==> src/include/iobf_pkg.sv <==
// Constants and types for the indexed bit set and fill-ones decoder
//
// Operation
// - Offset is unsigned 0 to 95, added to the pointer for the address.
// - A three-bit field picks bit 0 through 7 of the target byte.
// - Opcode 1000 bbb0 sets the chosen bit; other bits and flags stay.
// - Opcode 0110 1000 writes FFh to pointer plus offset; flags stay.
package iobf_pkg;
  localparam int IOBF_ADDR_W = 12;
  localparam int IOBF_OFS_MAX = 95;
  localparam logic [3:0] IOBF_SETB_OP = 4'h8;
  localparam logic [7:0] IOBF_FILL_OP = 8'h68;
  localparam int IOBF_BIT_LSB = 9;
  localparam int IOBF_BIT_MSB = 11;
  localparam logic [7:0] IOBF_ONES = 8'hFF;
  localparam logic [7:0] IOBF_BYTE_RST = 8'h00;
  typedef enum logic [1:0] {IOBF_Q1, IOBF_Q2, IOBF_Q3, IOBF_Q4} iobf_phase_type;
  typedef enum logic [1:0] {IOBF_NONE, IOBF_SETB, IOBF_FILL} iobf_op_type;
endpackage

==> src/rtl/iobf_core.sv <==
// Decode and execute of indexed bit set and fill-ones operations
`timescale 1ns/100ps
module iobf_core
  import iobf_pkg::*;
#(
  parameter int ADDR_W = IOBF_ADDR_W
) (
  input wire logic REF_CLK,
  input wire logic RSTN,
  input wire logic CE,
  input wire logic INSTR_VALID,
  input wire logic [15:0] INSTR_WORD,
  input wire logic [ADDR_W-1:0] POINTER_REGISTER_TWO,
  input wire logic [7:0] MEM_RDATA,
  output logic [1:0] PHASE,
  output logic [ADDR_W-1:0] MEM_ADDR,
  output logic MEM_RD,
  output logic MEM_WR,
  output logic [7:0] MEM_WDATA,
  output logic OP_ACTIVE,
  output logic OP_ILLEGAL
);
  // Elaboration check: the offset is eight bits, so narrower would truncate
  if (ADDR_W < 8 || ADDR_W > 16) begin : g_addr_w_check
    $error("ADDR_W must lie between 8 and 16");
  end

  // Decode of a fetched word; used for both the latch and the checks
  function automatic iobf_op_type decode_op(input logic [15:0] w);
    if (w[15:12] == IOBF_SETB_OP && !w[8]) begin
      decode_op = IOBF_SETB;
    end else if (w[15:8] == IOBF_FILL_OP) begin
      decode_op = IOBF_FILL;
    end else begin
      decode_op = IOBF_NONE;
    end
  endfunction

  iobf_phase_type phase;
  iobf_op_type op_q, op_d;
  logic [ADDR_W-1:0] addr_q, addr_d;
  logic [2:0] bit_q, bit_d;
  logic [7:0] data_q, data_d;
  logic rd_q, rd_d, wr_q, wr_d, act_q, act_d, ill_q, ill_d;
  logic [7:0] ofs;

  iobf_phase_gen u_phase (
    .clk(REF_CLK),
    .rst_n(RSTN),
    .ce(CE),
    .phase(phase)
  );

  assign ofs = INSTR_WORD[7:0];

  // Next state per phase; the illegal flag is updated only in decode, the active flag in decode and last phase
  always_comb begin
    op_d = op_q;
    addr_d = addr_q;
    bit_d = bit_q;
    data_d = data_q;
    rd_d = 1'b0;
    wr_d = 1'b0;
    act_d = act_q;
    ill_d = ill_q;
    case (phase)
      IOBF_Q1: begin
        op_d = INSTR_VALID ? decode_op(INSTR_WORD) : IOBF_NONE;
        ill_d = INSTR_VALID && decode_op(INSTR_WORD) != IOBF_NONE
          && ofs > 8'(IOBF_OFS_MAX);
        if (ill_d) begin
          op_d = IOBF_NONE;
        end
        addr_d = POINTER_REGISTER_TWO + ADDR_W'(ofs);
        bit_d = INSTR_WORD[IOBF_BIT_MSB:IOBF_BIT_LSB];
        act_d = op_d != IOBF_NONE;
        // Read strobe issued for the read phase
        rd_d = op_d == IOBF_SETB;
      end
      IOBF_Q2: begin
        // Capture target byte returned during the read phase
        data_d = MEM_RDATA;
      end
      IOBF_Q3: begin
        case (op_q)
          IOBF_SETB: data_d = data_q | (8'h01 << bit_q);
          IOBF_FILL: data_d = IOBF_ONES;
          default: data_d = data_q;
        endcase
        // Write back strobe for last phase
        wr_d = op_q != IOBF_NONE;
      end
      default: begin
        act_d = 1'b0;
      end
    endcase
  end

  // State registers, frozen while the enable is low
  always_ff @(posedge REF_CLK or negedge RSTN) begin
    if (!RSTN) begin
      op_q <= IOBF_NONE;
      addr_q <= '0;
      bit_q <= 3'h0;
      data_q <= IOBF_BYTE_RST;
      rd_q <= 1'b0;
      wr_q <= 1'b0;
      act_q <= 1'b0;
      ill_q <= 1'b0;
    end else if (CE) begin
      op_q <= op_d;
      addr_q <= addr_d;
      bit_q <= bit_d;
      data_q <= data_d;
      rd_q <= rd_d;
      wr_q <= wr_d;
      act_q <= act_d;
      ill_q <= ill_d;
    end
  end

  // Phase mirrored from a flop; one cycle behind the sequencer on purpose
  logic [1:0] phase_out_q, phase_out_d;
  always_comb begin
    phase_out_d = phase;
  end

  // Phase mirror register, frozen with the rest of the state
  always_ff @(posedge REF_CLK or negedge RSTN) begin
    if (!RSTN) begin
      phase_out_q <= 2'h0;
    end else if (CE) begin
      phase_out_q <= phase_out_d;
    end
  end

  assign PHASE = phase_out_q;
  assign MEM_ADDR = addr_q;
  assign MEM_RD = rd_q;
  assign MEM_WR = wr_q;
  assign MEM_WDATA = data_q;
  assign OP_ACTIVE = act_q;
  assign OP_ILLEGAL = ill_q;
endmodule // iobf_core

==> src/rtl/iobf_phase_gen.sv <==
// Four-phase instruction cycle sequencer
`timescale 1ns/100ps
module iobf_phase_gen
  import iobf_pkg::*;
(
  input wire logic clk,
  input wire logic rst_n,
  input wire logic ce,
  output iobf_phase_type phase
);
  iobf_phase_type phase_q, phase_d;

  // Phases advance in strict order, wrapping after write back
  always_comb begin
    case (phase_q)
      IOBF_Q1: phase_d = IOBF_Q2;
      IOBF_Q2: phase_d = IOBF_Q3;
      IOBF_Q3: phase_d = IOBF_Q4;
      default: phase_d = IOBF_Q1;
    endcase
  end

  // Phase register, frozen while the enable is low
  always_ff @(posedge clk or negedge rst_n) begin
    if (!rst_n) begin
      phase_q <= IOBF_Q1;
    end else if (ce) begin
      phase_q <= phase_d;
    end
  end

  assign phase = phase_q;
endmodule // iobf_phase_gen

==> config.mk <==
export PLATFORM = sky130hd
export DESIGN_NAME = iobf_core
export DESIGN_NICKNAME = d
export VERILOG_FILES = /design/src/include/iobf_pkg.sv /design/src/rtl/iobf_core.sv /design/src/rtl/iobf_phase_gen.sv
export SDC_FILE = /design/constraint.sdc
export NUM_CORES = 1
export LEC_CHECK = 0
export ABC_AREA = 1
export BUFFER_PORTS_ARGS = -buffer_cell sky130_fd_sc_hd__buf_2
export CORE_MARGIN = 1.5
export CORE_UTILIZATION = 40
export DETAILED_ROUTE_END_ITERATION = 8
export PLACE_DENSITY = 0.65
export RECOVER_POWER = 100
export SLEW_MARGIN = 20
export SYNTH_ARGS = -nofsm -noshare
export SYNTH_HDL_FRONTEND = slang
export SYNTH_SLANG_ARGS = --single-unit
==> constraint.sdc <==
create_clock -name REF_CLK -period 2 [get_ports REF_CLK]
set_clock_uncertainty 0.1 [all_clocks]
set_input_delay 0.1 -clock REF_CLK [delete_from_list [all_inputs] [get_ports REF_CLK]]
set_output_delay 0.1 -clock REF_CLK [all_outputs]
set_load 0.05 [all_outputs]
==> impl_metrics.json <==
{
  "p_int_mw": 1.62,
  "yosys.area_share.simple_pct": 31.0,
  "path_class": "register to register",
  "path_buf_inv": 1,
  "holdWs_ns": 0.0195,
  "synth_warnings": 0,
  "p_switching_mw": 1.79,
  "postLayoutSetupSlackWorst_ns": 0.290,
  "critical_path_arrival_ns": 1.84,
  "crit_top_cell": "nand2_1",
  "final.setup.tns_ns": 0,
  "synthCells": 283,
  "slew_viol_final": 0,
  "fmax_mhz": 585,
  "wl_mm": 4.87,
  "setup_viol": 0,
  "worst_ep_required_time_ns": 2.13,
  "pwr-share-comb_pct": 52.8,
  "synth_top_family_by_area": "simple AND/OR/NAND/NOR gates",
  "swShare_pct": 52.5,
  "area_growth_pct": 26.9,
  "hp-class": "primary input to register",
  "synth_top_cells_by_count": "84 x nand2_1, 40 x inv_1, 33 x dfrtp_1",
  "finalPower_mw": 3.41,
  "synthTopCellsByArea": "dfrtp_1 40%, nand2_1 15%, ha_1 8.4%",
  "cp_top_family": "simple AND/OR/NAND/NOR gates",
  "placed_cells": 415,
  "fp.dieArea_um2": 5640,
  "first_pass_iters": 4,
  "nFillCells": 554,
  "ys_seq_elements": 33,
  "place_ws_ns": 0.314,
  "placed_cell_area_um2": 2480,
  "dpl.hpwl_mm": 3.62,
  "cellLeakagePower_nw": 1.42,
  "num_antenna_cells": 0,
  "wl_per_cell_um": 11.2,
  "cts_buffers": 5,
  "startpoint_type": "register",
  "grt_max_degree": 34,
  "synth_fa_ha_area_share_pct": 9.38,
  "postLayoutCoreUtil_pct": 52.0,
  "synth_mux_area_share_pct": 0,
  "ios": 66,
  "htreeDepth": 2,
  "drive_gt1_share_pct": 14.0,
  "nets": 419,
  "core_um2": 5070,
  "sequentialPowerShare_pct": 32.2,
  "endpoint_kind": "register",
  "syn_area_per_cell_um2": 7.35,
  "final_cells": 434,
  "post_cts_buffers": 0,
  "vias_per_cell": 4.72,
  "postLayoutCellArea_um2": 2640,
  "synth_cell_types": 28,
  "ir_drop_uv": 552,
  "die_w_um": 75.1,
  "drv_cap": 0,
  "clk_pin_slew_ns": 0.06,
  "relSlewSlack_pct": 43.6,
  "rows": 26,
  "synth_compound_area_share_pct": 9.68,
  "drtIter0Drc": 81,
  "numPortBuffers": 65,
  "ant_nets": 0,
  "cts_buffer_depth": 2,
  "grt_usage_pct": 19.1,
  "synth-xor-area-share_pct": 1.68,
  "cts_tree": "done",
  "yosysMostFrequentCell": "nand2_1",
  "cts_sinks": 33,
  "hold_viol": 0,
  "gp_congestion": 0.853,
  "fin_crit_ns": 1.71,
  "yosysTopAreaCellShare_pct": 39.7,
  "worstPathMaxFanout": 17,
  "status": "finished clean",
  "drc": 0,
  "powerDensity_nw_per_um2": 1290,
  "crit_chain": "inv_1 -> ha_1 -> nand2_4 -> nor2_1 -> nand2_2 -> or2_0 -> nand2_1 -> nand2_1 -> nand2_1",
  "tightest_slew_ns": 0.846,
  "synth_ff_type": "dfrtp_1",
  "cts-root-buf": "clkbuf_8",
  "period_share_pct": 85.5,
  "clk-insertion-delay-late_ns": 0.28,
  "syn_area_um2": 2080,
  "synth_top_cell_by_area": "dfrtp_1",
  "async_reset_ff_share_pct": 100,
  "power_frac_clock_pct": 15.0,
  "grt.overflow.total": 0,
  "start_util_pct": 41.0,
  "synth_edf_count": 0,
  "grt_pass1_vias": 1923,
  "synthesis.nets": 338,
  "vias": 2050,
  "yosysSeqAreaShare_pct": 39.7,
  "rsz0062_at_grt": "false",
  "grt_pass1_wl_mm": 8.23,
  "antenna_found_initial": 0,
  "cp_slowest_stage_delay_ns": 0.40,
  "fp.dieH_um": 75.1,
  "slowest_stage": "dfrtp_1"
}
==> worst reg2reg max path, stage by stage, from the launching register on <==
cell	delay (ns)
dfrtp_1	0.40
inv_1	0.13
ha_1	0.22
nand2_4	0.15
nor2_1	0.15
nand2_2	0.08
or2_0	0.26
nand2_1	0.08
nand2_1	0.05
nand2_1	0.04
==> power groups by stage <==
| stage | Sequential (mW) | Clock [mW] | Combinational [mW] |
|---|---|---|---|
| 3_5_place_dp | 1.10 | 0 | 1.87 |
| 6_report | 1.10 | 0.512 | 1.80 |
| 3_3_place_gp | 1.10 | 0 | 1.86 |
| 2_1_floorplan | 1.85 | 0 | 0.672 |
| 4_1_cts | 1.09 | 0.532 | 1.89 |
| 5_1_grt | 1.15 | 0.554 | 2.00 |
==> layout by cell type (no fill, tap or decap) <==
master and instances:
a21o_1 1, a21oi_1 11, a31oi_1 1, buf_2 38
clkbuf_1 27, clkbuf_2 2, clkbuf_8 6, dfrtp_1 33
dlygate4sd3_1 12, fa_1 1, ha_1 14, inv_1 40
inv_2 1, nand2_1 84, nand2_2 1, nand2_4 2
nand2b_1 1, nand3_1 20, nand3b_1 1, nand4_1 4
nor2_1 18, nor3_1 16, o211ai_1 1, o21ai_0 21
o21ai_1 1, o21ai_2 1, o22ai_1 1, or2_0 1
xor2_1 4
==> what timing repair did <==
action,in CTS,in global routing
hold buffers,12,0
gates resized for setup,0,0
endpoints found under the hold margin,44,0
==> registers in the layout, indices dropped and copies added, names as in the netlist, 2 cells and up <==
signal,count
MEM_ADDR,12
MEM_WDATA,8
bit_q,3
PHASE,2
op_q,2
u_phase.phase,2
==> final timing paths <==
kind	end	start	slack [ns]	cells past startpoint
worst max-delay path	OP_ACTIVE$_DFFE_PN0P_	u_phase.phase[0]$_DFFE_PN0P_	0.29	9
worst min-delay path	bit_q[1]$_DFFE_PN0P_	INSTR_WORD[10]	0.02	3
worst max register to register	OP_ACTIVE$_DFFE_PN0P_	u_phase.phase[0]$_DFFE_PN0P_	0.29	9
worst min register to register	MEM_ADDR[0]$_DFFE_PN0P_	MEM_ADDR[0]$_DFFE_PN0P_	0.38	2
max in group asynchronous	MEM_ADDR[10]$_DFFE_PN0P_	RSTN	0.92	2
min in group asynchronous	PHASE[1]$_DFFE_PN0P_	RSTN	0.35	2
==> final cells by class <==
| class | instances | area (µm²) | share of cell area (%) |
|---|---|---|---|
| Sequential cell | 33 | 826 | 31.3 |
| Tap cell | 70 | 87.6 | 3.32 |
| Inverter | 41 | 154 | 5.83 |
| Clock buffer | 7 | 86.3 | 3.27 |
| Multi-Input combinational cell | 205 | 1070 | 40.5 |
| Timing Repair Buffer | 78 | 418 | 15.8 |
==> kinds of logic (layout without fill, tap and decap cells) <==
family          count (synthesis)  after routing
flops                          33             33
compound gates                 38             38
fa+ha+maj                      15             15
simple gates                  148            148
buf+inv                        45            126
xor+xnor                        4              4
==> layer usage <==
metal / GRT usage (%) / share of wire [%]
met5: 0 / 0
met2: 31.7 / 45
met3: 4.02 / 6.4
met1: 24.8 / 48
met4: 6.67 / 1.3
Power figures use the tool's default switching activity.
